$ cat src/logic/cgm_pkg.sv
// constants and types shared by the glyph mapping block
package cgm_pkg;
  // widths
  localparam int unsigned AC_W = 7;
  localparam int unsigned COL_W = 5;
  localparam int unsigned ROW_W = 3;
  localparam int unsigned CODE_W = 8;
  localparam int unsigned VLCD_W = 6;
  // register offsets on the plain register port
  localparam logic [7:0] OFF_INSTR = 8'h00;
  localparam logic [7:0] OFF_DATA = 8'h04;
  localparam logic [7:0] OFF_STATUS = 8'h08;
  localparam logic [7:0] OFF_CONFIG = 8'h0C;
  localparam logic [7:0] OFF_MODE = 8'h10;
  localparam logic [7:0] OFF_VLCD_A = 8'h14;
  localparam logic [7:0] OFF_VLCD_B = 8'h18;
  // status, config and mode field positions
  localparam int unsigned STAT_BUSY_BIT = 7;
  localparam int unsigned CFG_INC_BIT = 0;
  localparam int unsigned CFG_SHIFT_BIT = 1;
  localparam int unsigned CFG_DISP_BIT = 2;
  localparam int unsigned CFG_CUR_BIT = 3;
  localparam int unsigned CFG_BLINK_BIT = 4;
  localparam int unsigned CFG_WIDTH_BIT = 5;
  localparam int unsigned CFG_LINES_BIT = 6;
  localparam int unsigned CFG_PAGE_BIT = 7;
  localparam int unsigned MODE_MUX_BIT = 0;
  localparam int unsigned MODE_STLO_BIT = 1;
  localparam int unsigned MODE_STHI_BIT = 2;
  localparam int unsigned MODE_GLYPH_BIT = 3;
  // instruction argument positions
  localparam int unsigned ARG_WIDTH_BIT = 4;
  localparam int unsigned ARG_LINES_BIT = 2;
  localparam int unsigned ARG_MUX_BIT = 1;
  localparam int unsigned ARG_PAGE_BIT = 0;
  localparam int unsigned ARG_VSEL_BIT = 6;
  // reset values
  localparam logic RST_INC = 1'h1;
  localparam logic RST_SHIFT = 1'h0;
  localparam logic RST_DISP = 1'h0;
  localparam logic RST_CUR = 1'h0;
  localparam logic RST_BLINK = 1'h0;
  localparam logic RST_WIDTH = 1'h1;
  localparam logic RST_LINES = 1'h0;
  localparam logic RST_PAGE = 1'h0;
  localparam logic RST_MUX = 1'h0;
  localparam logic RST_STHI = 1'h1;
  localparam logic RST_STLO = 1'h0;
  localparam logic [5:0] RST_VLCD = 6'h00;
  // timing in oscillator cycles, one oscillator cycle per clock
  localparam int unsigned OSC_PER_CLK = 1;
  localparam int unsigned CLEAR_OSC_CYCLES = 165;
  localparam int unsigned EXEC_OSC_CYCLES = 3;
  localparam logic [7:0] CLEAR_CYCLES = 8'(CLEAR_OSC_CYCLES * OSC_PER_CLK);
  localparam logic [7:0] EXEC_CYCLES = 8'(EXEC_OSC_CYCLES * OSC_PER_CLK);
  // fill and row constants
  localparam logic [7:0] TEXT_BLANK = 8'h20;
  localparam logic [2:0] CURSOR_ROW = 3'h7;
  // controller states
  typedef enum logic [1:0] {ST_IDLE, ST_EXEC, ST_CLEAR} cgm_state_t;
endpackage : cgm_pkg

$ cat src/logic/cgm_glyph_if.sv
// ports between the controller and the user glyph ram
`timescale 1ns/100ps
`default_nettype none
interface cgm_glyph_if #(parameter int AW = 7, parameter int DW = 5);
  logic wr_en;
  logic [AW-1:0] wr_addr;
  logic [DW-1:0] wr_data;
  logic [AW-1:0] host_addr;
  logic [DW-1:0] host_data;
  logic [AW-1:0] disp_addr;
  logic [DW-1:0] disp_data;
  modport ram (input wr_en, input wr_addr, input wr_data, input host_addr, input disp_addr,
    output host_data, output disp_data);
  modport user (output wr_en, output wr_addr, output wr_data, output host_addr, output disp_addr,
    input host_data, input disp_data);
endinterface : cgm_glyph_if
`default_nettype wire

$ cat src/logic/cgm_ctrl.sv
// glyph ram addressing, display row fetch and reset state of the controller
// How it works
// - character code bits 0-3 become glyph ram address bits 3-6
// - glyph ram address bits 0-2 pick the pattern row
// - eighth row is the cursor row, shown as data ored with cursor
// - glyph ram data bits 0-4 drive the five pixel columns
// - codes with upper nibble zero fetch from the glyph ram
// - a data bit of one lights its pixel, zero leaves it dark
// - set-glyph-address loads address bits 0-5 only, bit 6 kept
// - bit 6 changes by set-text-address, clear, or by step carry or borrow on data reads and writes
// - status read returns busy flag and all seven address bits
// - reset runs a full clear lasting 165 oscillator cycles
// - reset gives increment, no shift, 8-bit bus, one line, normal page, 1:18
// - reset turns display, cursor and blink off
// - reset zeroes both voltage presets, generator off
// - reset returns the serial bus interface to idle
// - reset sets multiplier stages high one, low zero
// - busy while executing; other instructions ignored meanwhile
//
// The implementer's own choices: the placing of the registers and the plain strobed port.
`timescale 1ns/100ps
`default_nettype none
module cgm_ctrl #(
  parameter int TEXT_AW = 7
) (
  input wire logic sys_clk_in,
  input wire logic rst_in,
  input wire logic [7:0] reg_addr_in,
  input wire logic [7:0] reg_wdata_in,
  input wire logic reg_wr_in,
  input wire logic reg_rd_in,
  output logic [7:0] reg_rdata_out,
  input wire logic [6:0] disp_pos_in,
  input wire logic [2:0] disp_row_in,
  input wire logic [4:0] rom_row_in,
  output logic [10:0] rom_addr_out,
  output logic [4:0] pixels_out,
  output logic from_ram_out,
  output logic busy_flag_out,
  output logic display_on_out,
  output logic bus_width_select_out,
  output logic low_mux_select_out,
  output logic multiplier_stage_high_out,
  output logic multiplier_stage_low_out,
  output logic [5:0] vlcd_a_out,
  output logic [5:0] vlcd_b_out,
  output logic bus_if_reset_out
);
  cgm_pkg::cgm_state_t state_reg;
  logic [7:0] cnt_reg;
  logic por_clear_reg;
  logic [6:0] ac_reg;
  logic glyph_mode_reg;
  logic inc_reg, shift_reg, disp_reg, cur_reg, blink_reg;
  logic width_reg, lines_reg, page_reg, mux_reg, sthi_reg, stlo_reg;
  logic [5:0] va_reg, vb_reg;
  logic [7:0] text_reg [2**TEXT_AW];
  logic [7:0] rdata_next;
  logic [7:0] rdata_reg;
  logic [7:0] w;
  logic idle, instr_go, data_wr_go, data_rd_go;
  logic is_clear, is_entry, is_disp, is_func, is_gset, is_tset, is_stage, is_vlcd;
  logic [7:0] disp_code;
  logic [6:0] ac_step;
  logic [7:0] clr_len_reg;

  cgm_glyph_if #(.AW(7), .DW(5)) gbus ();

  cgm_glyph_ram #(.AW(7), .DW(5)) u_ram (
    .sys_clk_in(sys_clk_in),
    .rst_in(rst_in),
    .gbus(gbus.ram)
  );

  // request qualification; instruction and data requests need idle, reads of every register still return data while busy
  assign w = reg_wdata_in;
  assign idle = (state_reg == cgm_pkg::ST_IDLE);
  assign instr_go = reg_wr_in && reg_addr_in == cgm_pkg::OFF_INSTR && idle;
  assign data_wr_go = reg_wr_in && reg_addr_in == cgm_pkg::OFF_DATA && idle;
  assign data_rd_go = reg_rd_in && reg_addr_in == cgm_pkg::OFF_DATA && idle;

  // instruction decode, page chosen by the page bit
  assign is_clear = !page_reg && w == 8'h01;
  assign is_entry = !page_reg && w[7:2] == 6'h01;
  assign is_disp = !page_reg && w[7:3] == 5'h01;
  assign is_func = w[7:5] == 3'h1;
  assign is_gset = !page_reg && w[7:6] == 2'h1;
  assign is_tset = !page_reg && w[7];
  assign is_stage = page_reg && w[7:2] == 6'h01 && w[1:0] != 2'h3;
  assign is_vlcd = page_reg && w[7];

  // address step, 7-bit wrap carries into bit 6
  assign ac_step = inc_reg ? ac_reg + 7'h01 : ac_reg - 7'h01;

  // sequencer: clear after reset or clear command, short busy after other commands and data accesses
  always_ff @(posedge sys_clk_in or posedge rst_in) begin
    if (rst_in) begin
      state_reg <= cgm_pkg::ST_CLEAR;
      cnt_reg <= 8'h00;
    end else begin
      case (state_reg)
        cgm_pkg::ST_IDLE: begin
          cnt_reg <= 8'h00;
          if (instr_go && is_clear) begin
            state_reg <= cgm_pkg::ST_CLEAR;
          end else if (instr_go || data_wr_go || data_rd_go) begin
            state_reg <= cgm_pkg::ST_EXEC;
          end
        end
        cgm_pkg::ST_EXEC: begin
          cnt_reg <= cnt_reg + 8'h01;
          if (cnt_reg == cgm_pkg::EXEC_CYCLES - 8'h01) begin
            state_reg <= cgm_pkg::ST_IDLE;
          end
        end
        cgm_pkg::ST_CLEAR: begin
          cnt_reg <= cnt_reg + 8'h01;
          if (cnt_reg == cgm_pkg::CLEAR_CYCLES - 8'h01) begin
            state_reg <= cgm_pkg::ST_IDLE;
          end
        end
        default: begin
          state_reg <= cgm_pkg::ST_IDLE;
          cnt_reg <= 8'h00;
        end
      endcase
    end
  end

  // reset clear marker, holds serial bus logic in idle
  always_ff @(posedge sys_clk_in or posedge rst_in) begin
    if (rst_in) begin
      por_clear_reg <= 1'h1;
    end else if (state_reg == cgm_pkg::ST_CLEAR && cnt_reg == cgm_pkg::CLEAR_CYCLES - 8'h01) begin
      por_clear_reg <= 1'h0;
    end
  end

  // address counter and ram selection
  always_ff @(posedge sys_clk_in or posedge rst_in) begin
    if (rst_in) begin
      ac_reg <= 7'h00;
      glyph_mode_reg <= 1'h0;
    end else if (instr_go && is_clear) begin
      ac_reg <= 7'h00;
      glyph_mode_reg <= 1'h0;
    end else if (instr_go && is_gset) begin
      ac_reg <= {ac_reg[6], w[5:0]};
      glyph_mode_reg <= 1'h1;
    end else if (instr_go && is_tset) begin
      ac_reg <= w[6:0];
      glyph_mode_reg <= 1'h0;
    end else if (data_wr_go || data_rd_go) begin
      ac_reg <= ac_step;
    end
  end

  // entry mode and display control
  always_ff @(posedge sys_clk_in or posedge rst_in) begin
    if (rst_in) begin
      inc_reg <= cgm_pkg::RST_INC;
      shift_reg <= cgm_pkg::RST_SHIFT;
      disp_reg <= cgm_pkg::RST_DISP;
      cur_reg <= cgm_pkg::RST_CUR;
      blink_reg <= cgm_pkg::RST_BLINK;
    end else if (instr_go && is_entry) begin
      inc_reg <= w[1];
      shift_reg <= w[0];
    end else if (instr_go && is_disp) begin
      disp_reg <= w[2];
      cur_reg <= w[1];
      blink_reg <= w[0];
    end
  end

  // function set fields
  always_ff @(posedge sys_clk_in or posedge rst_in) begin
    if (rst_in) begin
      width_reg <= cgm_pkg::RST_WIDTH;
      lines_reg <= cgm_pkg::RST_LINES;
      mux_reg <= cgm_pkg::RST_MUX;
      page_reg <= cgm_pkg::RST_PAGE;
    end else if (instr_go && is_func) begin
      width_reg <= w[cgm_pkg::ARG_WIDTH_BIT];
      lines_reg <= w[cgm_pkg::ARG_LINES_BIT];
      mux_reg <= w[cgm_pkg::ARG_MUX_BIT];
      page_reg <= w[cgm_pkg::ARG_PAGE_BIT];
    end
  end

  // multiplier stages and voltage presets
  always_ff @(posedge sys_clk_in or posedge rst_in) begin
    if (rst_in) begin
      sthi_reg <= cgm_pkg::RST_STHI;
      stlo_reg <= cgm_pkg::RST_STLO;
      va_reg <= cgm_pkg::RST_VLCD;
      vb_reg <= cgm_pkg::RST_VLCD;
    end else if (instr_go && is_stage) begin
      sthi_reg <= w[1];
      stlo_reg <= w[0];
    end else if (instr_go && is_vlcd && !w[cgm_pkg::ARG_VSEL_BIT]) begin
      va_reg <= w[5:0];
    end else if (instr_go && is_vlcd) begin
      vb_reg <= w[5:0];
    end
  end

  // text code ram: host writes, blank fill during clear
  always_ff @(posedge sys_clk_in) begin
    if (state_reg == cgm_pkg::ST_CLEAR && cnt_reg < 8'(2**TEXT_AW)) begin
      text_reg[cnt_reg[TEXT_AW-1:0]] <= cgm_pkg::TEXT_BLANK;
    end else if (data_wr_go && !glyph_mode_reg) begin
      text_reg[ac_reg[TEXT_AW-1:0]] <= w;
    end
  end

  // glyph ram access through the shared ports
  assign gbus.wr_en = data_wr_go && glyph_mode_reg;
  assign gbus.wr_addr = ac_reg;
  assign gbus.wr_data = w[4:0];
  assign gbus.host_addr = ac_reg;

  // display fetch path
  assign disp_code = text_reg[disp_pos_in[TEXT_AW-1:0]];
  assign rom_addr_out = {disp_code, disp_row_in};

  cgm_row_former u_row (
    .sys_clk_in(sys_clk_in),
    .rst_in(rst_in),
    .disp_en_in(disp_reg),
    .code_in(disp_code),
    .row_in(disp_row_in),
    .cursor_here_in(cur_reg && disp_pos_in == ac_reg && !glyph_mode_reg),
    .ram_data_in(gbus.disp_data),
    .rom_row_in(rom_row_in),
    .ram_addr_out(gbus.disp_addr),
    .pixels_out(pixels_out),
    .from_ram_out(from_ram_out)
  );

  // read data selection
  always_comb begin
    rdata_next = 8'h00;
    case (reg_addr_in)
      cgm_pkg::OFF_DATA: begin
        rdata_next = glyph_mode_reg ? {3'h0, gbus.host_data} : text_reg[ac_reg[TEXT_AW-1:0]];
      end
      cgm_pkg::OFF_STATUS: begin
        rdata_next = {!idle, ac_reg};
      end
      cgm_pkg::OFF_CONFIG: begin
        rdata_next[cgm_pkg::CFG_INC_BIT] = inc_reg;
        rdata_next[cgm_pkg::CFG_SHIFT_BIT] = shift_reg;
        rdata_next[cgm_pkg::CFG_DISP_BIT] = disp_reg;
        rdata_next[cgm_pkg::CFG_CUR_BIT] = cur_reg;
        rdata_next[cgm_pkg::CFG_BLINK_BIT] = blink_reg;
        rdata_next[cgm_pkg::CFG_WIDTH_BIT] = width_reg;
        rdata_next[cgm_pkg::CFG_LINES_BIT] = lines_reg;
        rdata_next[cgm_pkg::CFG_PAGE_BIT] = page_reg;
      end
      cgm_pkg::OFF_MODE: begin
        rdata_next[cgm_pkg::MODE_MUX_BIT] = mux_reg;
        rdata_next[cgm_pkg::MODE_STLO_BIT] = stlo_reg;
        rdata_next[cgm_pkg::MODE_STHI_BIT] = sthi_reg;
        rdata_next[cgm_pkg::MODE_GLYPH_BIT] = glyph_mode_reg;
      end
      cgm_pkg::OFF_VLCD_A: rdata_next = {2'h0, va_reg};
      cgm_pkg::OFF_VLCD_B: rdata_next = {2'h0, vb_reg};
      default: rdata_next = 8'h00;
    endcase
  end

  // read data valid only in the cycle after the strobe
  always_ff @(posedge sys_clk_in or posedge rst_in) begin
    if (rst_in) begin
      rdata_reg <= 8'h00;
    end else begin
      rdata_reg <= reg_rd_in ? rdata_next : 8'h00;
    end
  end

  // outputs
  assign reg_rdata_out = rdata_reg;
  assign busy_flag_out = !idle;
  assign display_on_out = disp_reg;
  assign bus_width_select_out = width_reg;
  assign low_mux_select_out = mux_reg;
  assign multiplier_stage_high_out = sthi_reg;
  assign multiplier_stage_low_out = stlo_reg;
  assign vlcd_a_out = va_reg;
  assign vlcd_b_out = vb_reg;
  assign bus_if_reset_out = por_clear_reg;

  // length of the current clear, checking only
  always_ff @(posedge sys_clk_in or posedge rst_in) begin
    if (rst_in) begin
      clr_len_reg <= 8'h00;
    end else if (state_reg == cgm_pkg::ST_CLEAR) begin
      clr_len_reg <= clr_len_reg + 8'h01;
    end else begin
      clr_len_reg <= 8'h00;
    end
  end
endmodule : cgm_ctrl
`default_nettype wire

$ cat src/logic/cgm_glyph_ram.sv
// user glyph ram: flip-flop storage, one write and two read ports
`timescale 1ns/100ps
`default_nettype none
module cgm_glyph_ram #(
  parameter int AW = 7,
  parameter int DW = 5
) (
  input wire logic sys_clk_in,
  input wire logic rst_in,
  cgm_glyph_if.ram gbus
);
  logic [DW-1:0] mem_reg [2**AW];

  // pattern rows written by the host
  always_ff @(posedge sys_clk_in or posedge rst_in) begin
    if (rst_in) begin
      for (int i = 0; i < 2**AW; i++) begin
        mem_reg[i] <= '0;
      end
    end else if (gbus.wr_en) begin
      mem_reg[gbus.wr_addr] <= gbus.wr_data;
    end
  end

  // read ports
  assign gbus.host_data = mem_reg[gbus.host_addr];
  assign gbus.disp_data = mem_reg[gbus.disp_addr];
endmodule : cgm_glyph_ram
`default_nettype wire

$ cat src/logic/cgm_row_former.sv
// builds one pixel row of a character cell
`timescale 1ns/100ps
`default_nettype none
module cgm_row_former (
  input wire logic sys_clk_in,
  input wire logic rst_in,
  input wire logic disp_en_in,
  input wire logic [7:0] code_in,
  input wire logic [2:0] row_in,
  input wire logic cursor_here_in,
  input wire logic [4:0] ram_data_in,
  input wire logic [4:0] rom_row_in,
  output logic [6:0] ram_addr_out,
  output logic [4:0] pixels_out,
  output logic from_ram_out
);
  logic use_ram;
  logic [4:0] row_bits;

  // glyph select from code low nibble, row from the row index
  assign ram_addr_out = {code_in[3:0], row_in};
  assign use_ram = (code_in[7:4] == 4'h0);
  assign row_bits = use_ram ? ram_data_in : rom_row_in;

  // one bit per column, set bit lights the pixel; cursor ored on last row
  always_ff @(posedge sys_clk_in or posedge rst_in) begin
    if (rst_in) begin
      pixels_out <= 5'h00;
      from_ram_out <= 1'h0;
    end else begin
      from_ram_out <= use_ram;
      if (!disp_en_in) begin
        pixels_out <= 5'h00;
      end else if (row_in == cgm_pkg::CURSOR_ROW && cursor_here_in) begin
        pixels_out <= row_bits | 5'h1F;
      end else begin
        pixels_out <= row_bits;
      end
    end
  end
endmodule : cgm_row_former
`default_nettype wire

$ cat config.mk
export PLATFORM = sky130hd
export DESIGN_NAME = cgm_ctrl
export DESIGN_NICKNAME = d
export VERILOG_FILES = /design/src/logic/cgm_pkg.sv /design/src/logic/cgm_glyph_if.sv /design/src/logic/cgm_ctrl.sv /design/src/logic/cgm_glyph_ram.sv /design/src/logic/cgm_row_former.sv
export SDC_FILE = /design/constraint.sdc
export NUM_CORES = 2
export LEC_CHECK = 0
export BUFFER_PORTS_ARGS = -buffer_cell sky130_fd_sc_hd__buf_2
export CELL_PAD_IN_SITES_DETAIL_PLACEMENT = 1
export CELL_PAD_IN_SITES_GLOBAL_PLACEMENT = 2
export CORE_MARGIN = 10
export CORE_UTILIZATION = 40
export CTS_CLUSTER_SIZE = 12
export DETAILED_ROUTE_END_ITERATION = 10
export GPL_TIMING_DRIVEN = 0
export PLACE_DENSITY_LB_ADDON = 0.1
export SETUP_SLACK_MARGIN = 0.1
export SYNTH_ARGS = -nofsm -noshare
export SYNTH_HDL_FRONTEND = slang
export SYNTH_HIERARCHICAL = 1
export SYNTH_SLANG_ARGS = --single-unit
$ cat constraint.sdc
create_clock -name sys_clk_in -period 61.5 [get_ports sys_clk_in]
set_clock_uncertainty 0.2 [all_clocks]
set_input_delay 12.3 -clock sys_clk_in [delete_from_list [all_inputs] [get_ports sys_clk_in]]
set_output_delay 12.3 -clock sys_clk_in [all_outputs]
set_load 0.01 [all_outputs]
== Word level (Yosys, flattened, before mapping) ==
Memory sizes are Yosys's and may differ from the RTL's.
Cells that the tools add are included.

* Input bits: 35
* Register bits after elaboration: 696
* Logic and storage cells: 274
* Memories kept: 1
* RAM bits: 1024

* Magnitude comparators: 4
* Eq/ne operators: 22
* Bitwise logic cells: 5
* Reduce and logical (&&, ||, !) cells: 51
* Multiplexer cells: 38
* $add $sub $neg: 3

{| class="wikitable"
|+ Memories
! name !! depth !! width !! read ports !! clocked after memory_dff !! wr ports !! line !! text
|-
| text_reg || 128 || 8 || 2 || 0 || 1 || cgm_ctrl.sv:57 || <nowiki>logic [7:0] text_reg [2**TEXT_AW];</nowiki>
|}

{| class="wikitable"
|+ Operators by type and width
! cell !! count
|-
| bitwise mux 640 bit || 1
|-
| binary-select mux 5 bit (select 7 bit) || 2
|-
| two-way mux 7 bit || 6
|-
| two-way mux 5 bit || 8
|-
| demux 5 bit (select 7 bit) || 1
|-
| two-way mux 8 bit || 4
|-
| logical AND 1 bit || 31
|-
| == test 8 x 5 -> 1 bit, second input constant || 3
|-
| case mux 4 bit (6 select lines) || 1
|-
| case mux 4 bit (5 select lines) || 1
|-
| == test 8 x 4 -> 1 bit, second input constant || 2
|-
| greater-or-equal comparator 8 bit, second input constant || 2
|-
| inverter 7 -> 8 bit || 2
|-
| two-way mux 1 bit || 9
|-
| adder 8 x 1 -> 8 bit, second input constant || 1
|-
| == test 8 x 1 -> 1 bit, second input constant || 1
|-
| == test 8 x 2 -> 1 bit, second input constant || 1
|-
| == test 8 x 3 -> 1 bit, second input constant || 1
|-
| == test 8 bit, second input constant || 1
|-
| zero test 8 bit || 1
|-
| < comparator 8 x 1 -> 1 bit, second input constant || 1
|-
| < comparator 8 bit, second input constant || 1
|-
| two-way mux 2 bit || 4
|-
| != test 2 bit, second input constant || 4
|-
| 22 further kinds || 34
|}

== Longest topological paths before layout ==
* Word-level depth: 9
* Gate-level depth with buffers: 14
* Depth with buffers taken out: 9

== Cells and area by module ==
The synthesis kept the hierarchy.

{| class="wikitable"
|+ Modules (own cells, without submodules)
! module !! times used !! sequential area each (µm²) !! area each (µm²) !! cells an instance
|-
| cgm_ctrl || 1 || 32006.9 || 50887.6 || 2732
|-
| cgm_glyph_ram || 1 || 16015.4 || 34306.7 || 2063
|-
| cgm_row_former || 1 || 150.1 || 327.8 || 35
|}

== Least setup slack after synthesis ==
OpenSTA, ideal clock, no wires.

* Path type: in2out
* Start: input disp_pos_in[0]
* End: output rom_addr_out[3]
* Required time: 49.000 ns
* Buffers on the path: 3
* Setup slack: 34.474 ns
* Cell stages on the path: 7
* Arrival: 14.526 ns
* Cell sequence: clkbuf_1 > buf_2 > buf_1 > mux4_2 > mux4_2 > o22ai_1 > nor4_1

* Cells in the longest elaborated chain, start to end: 1

{| class="wikitable"
|+ RTL lines
! what !! line !! text
|-
| start: declaration || cgm_ctrl.sv:33 || <nowiki>input wire logic [6:0] disp_pos_in,</nowiki>
|-
| memory read (128 x 8 bit) || n/a ||
|-
| end: declaration || cgm_ctrl.sv:36 || <nowiki>output logic [10:0] rom_addr_out,</nowiki>
|}

No other way between the ends.

== Final worst setup path ==
* Start: input disp_pos_in[1]
* End: output rom_addr_out[10]

Same word-level chain as after synthesis.

==> results.toml <==
[outcome]
status = "complete, but fails checks"
failed_checks = "max-capacitance violations, max-slew violations"

[synthesis]
yosys.cell_count.top_type = "edfxtp_1"
netlist_top_cells_area = "edfxtp_1, mux4_2, dfrtp_1"
synth.top_cells.by_count = "edfxtp_1, mux4_2, dfrtp_1"
synth_warnings = 6
ys_seq_elements = 1720
synthArstFlopShare_pct = 40.5
synth_edf_count = 1024
synth_top_area_cell = "edfxtp_1"
syn_inst = 4830
syn_nets = 4877
synth_cell_types = 81
syn-cell-area_mm2 = 0.0855
yosys_most_used_dff = "edfxtp_1"
syn-mean-instance-area_um2 = 17.7
synth_top_area_share_pct = 36.0
ys_seq_area_share_pct = 56.3

[timing]
max_freq_mhz = 33.2
min_period_ns = 30.10
post-route-period-util_pct = 48.9
tightest_slew_ns = 1.62
rsz0062_at_grt = "false"
maxSlewViolCount = 170
fin_tns_setup_ns = 0
setup_viol = 0
maxSlewHeadroom_pct = -8.16
finalHoldViolations = 0

[final_layout]
largest_reg_flops = 1024
utilization_pct = 45.6
drive_above_1_share_pct = 42.2
area_growth_pct = 13.2
nNetsFinal = 5176
fin_cells = 8133

[grt]
grt_pass1_vias = 56221
overflow = 0
antenna_found_initial = 27
grt_util_all_layers_pct = 32.0
grt_pass1_wl_um = 504000
grt_max_degree = 122

[clocking]
clock_sinks = 1720
cts_buffers = 195
cts_resized = 0
clock-root-buffer = "clkbuf_16"
htree_levels = 4
path_clk_slew_ns = 0.06
cts.path.max_buffers = 3
cts_tree = "yes"
cts_setup_buffers = 0
clock_latency_ns = 0.90
hold_buffers = 0

[detailed_routing]
finalWirelength_um = 375000
ant_nets = 0
drc = 0
vias = 54727
wl_per_cell_um = 46.1
via_per_inst = 6.73
first_iter_violations = 6794
dr.pass1.iters = 6

[placement]
dp_hpwl_um = 274000
numPortBuffers = 67
dp.cells = 7751
place.gp.congestion = 0.987

[floorplan]
fp.dieArea_mm2 = 0.233
rows = 169
die-width_um = 482
core_mm2 = 0.212
start_util_pct = 40.3
ios = 79
die_h_um = 482

[power_and_ir_drop]
ir_drop_v = 0.0000342
leakagePower_nw = 32.6
power_density_mw_per_mm2 = 27.6

[min_path]
hp-class = "flip-flop to flip-flop"

[worst_setup_path]
worstPathArrival_ns = 17.60
start_kind = "primary input"
crit_type = "primary input to output pin"
endpoint_kind = "output pin"
cp_max_fo = 10
crit_required_ns = 49.00

[job]
max-cap-violations = 22
[area by class of cell]
| class | count | area, µm² |
|---|---|---|
| Multi-Input combinational cell | 2698 | 35600 |
| Inverter | 18 | 82.6 |
| Tap cell | 2821 | 3530 |
| Sequential cell | 1720 | 48200 |
| Clock inverter | 90 | 1120 |
| Antenna cell | 20 | 50.0 |
| Fill cell | 20029 | 115000 |
| Clock buffer | 270 | 5450 |
| Timing Repair Buffer | 102 | 993 |
| Buffer | 394 | 1800 |
[stage by stage]
stage | setup slack (ns) | hold WS [ns] | area (µm²) | power, mW
CTS | 31.68 | 0.292 | 96800 | 2.68
detailed placement | 31.68 | 0.283 | 90200 | 1.47
global route | 31.81 | 0.291 | 96800 | 2.73
finish | 31.40 | 0.289 | 96800 | 2.67
global placement | 22.30 | 0.277 | 89400 | 1.47
floorplan | 31.07 | 0.266 | 85500 | 1.36
[routing by layer]
layer / global-route usage, % / vias to the layer above / share of wire [%] / wire length [µm]
li1: - / 20542 / - / -
met3: 6.27 / 982 / 7.1 / 26700
met2: 51.6 / 2925 / 47 / 178000
met5: 0 / - / 0.0029 / 11
met4: 23.3 / 2 / 9.0 / 33600
met1: 38.2 / 30276 / 36 / 136000
[cell families (layout without fill, tap and decap cells)]
logic type               Yosys count  in the layout  synth area share [%]
adder cells (fa/ha/maj)           12             12                 0.184
multiplexers                    1728           1728                  35.3
flip-flops                      1720           1720                  56.3
buffers and inverters            412            874                  2.15
other                              0             20                     0
AND/OR/NAND/NOR                  667            667                  3.71
AO/OA/AOI/OAI                    275            275                  2.21
XOR/XNOR                          16             16                 0.164
[critical path: stages]
cell and delay [ns]:
clkbuf_1 0.75, clkbuf_1 0.49, clkbuf_1 1.16, mux4_2 0.50, mux4_2 0.28, o22ai_1 0.36
nor4_1 1.35, buf_2 0.33
[power breakdown]
part / leakage [nW] / switching, mW / total [mW] / internal (mW)
Sequential: 17.4 / 0.00436 / 1.22 / 1.22
Combinational: 12.0 / 0.167 / 0.226 / 0.0597
Clock: 3.19 / 0.508 / 1.23 / 0.718
Total: 32.6 / 0.679 / 2.67 / 1.99
[final timing paths]
| path | startpoint | endpoint | slack, ns | depth (start not counted) |
|---|---|---|---|---|
| worst min-delay path | bus_if_reset_out | bus_if_reset_out | 0.29 | 1 |
| worst min register to register | bus_if_reset_out | bus_if_reset_out | 0.29 | 1 |
| worst max-delay path | disp_pos_in[1] | rom_addr_out[10] | 31.40 | 8 |
| min in group asynchronous | rst_in | u_row/pixels_out[3] | 11.23 | 2 |
| max in group asynchronous | rst_in | u_ram/mem_reg[10] | 47.90 | 4 |
| worst max register to register | ac_reg[2] | reg_rdata_out[0] | 54.32 | 10 |
[cell usage in the layout (no fill, tap or decap), drive strengths merged, types with 15 or more instances in the layout]
cell and n:
diode 20, edfxtp 1024, a221oi 15, mux4 959, nor4 27, nand3 69
o21ai 29, or2 20, nor2 236, nor3 44, nor2b 21, nand2 146
mux2 681, and2 20, o22ai 42, a22oi 62, a21oi 50, dfrtp 691
clkinv 54, buf 261, inv 24, nand2b 22, clkbuf 505, bufinv 24
mux2i 88, nand4 22
Power figures use the tool's default switching activity.
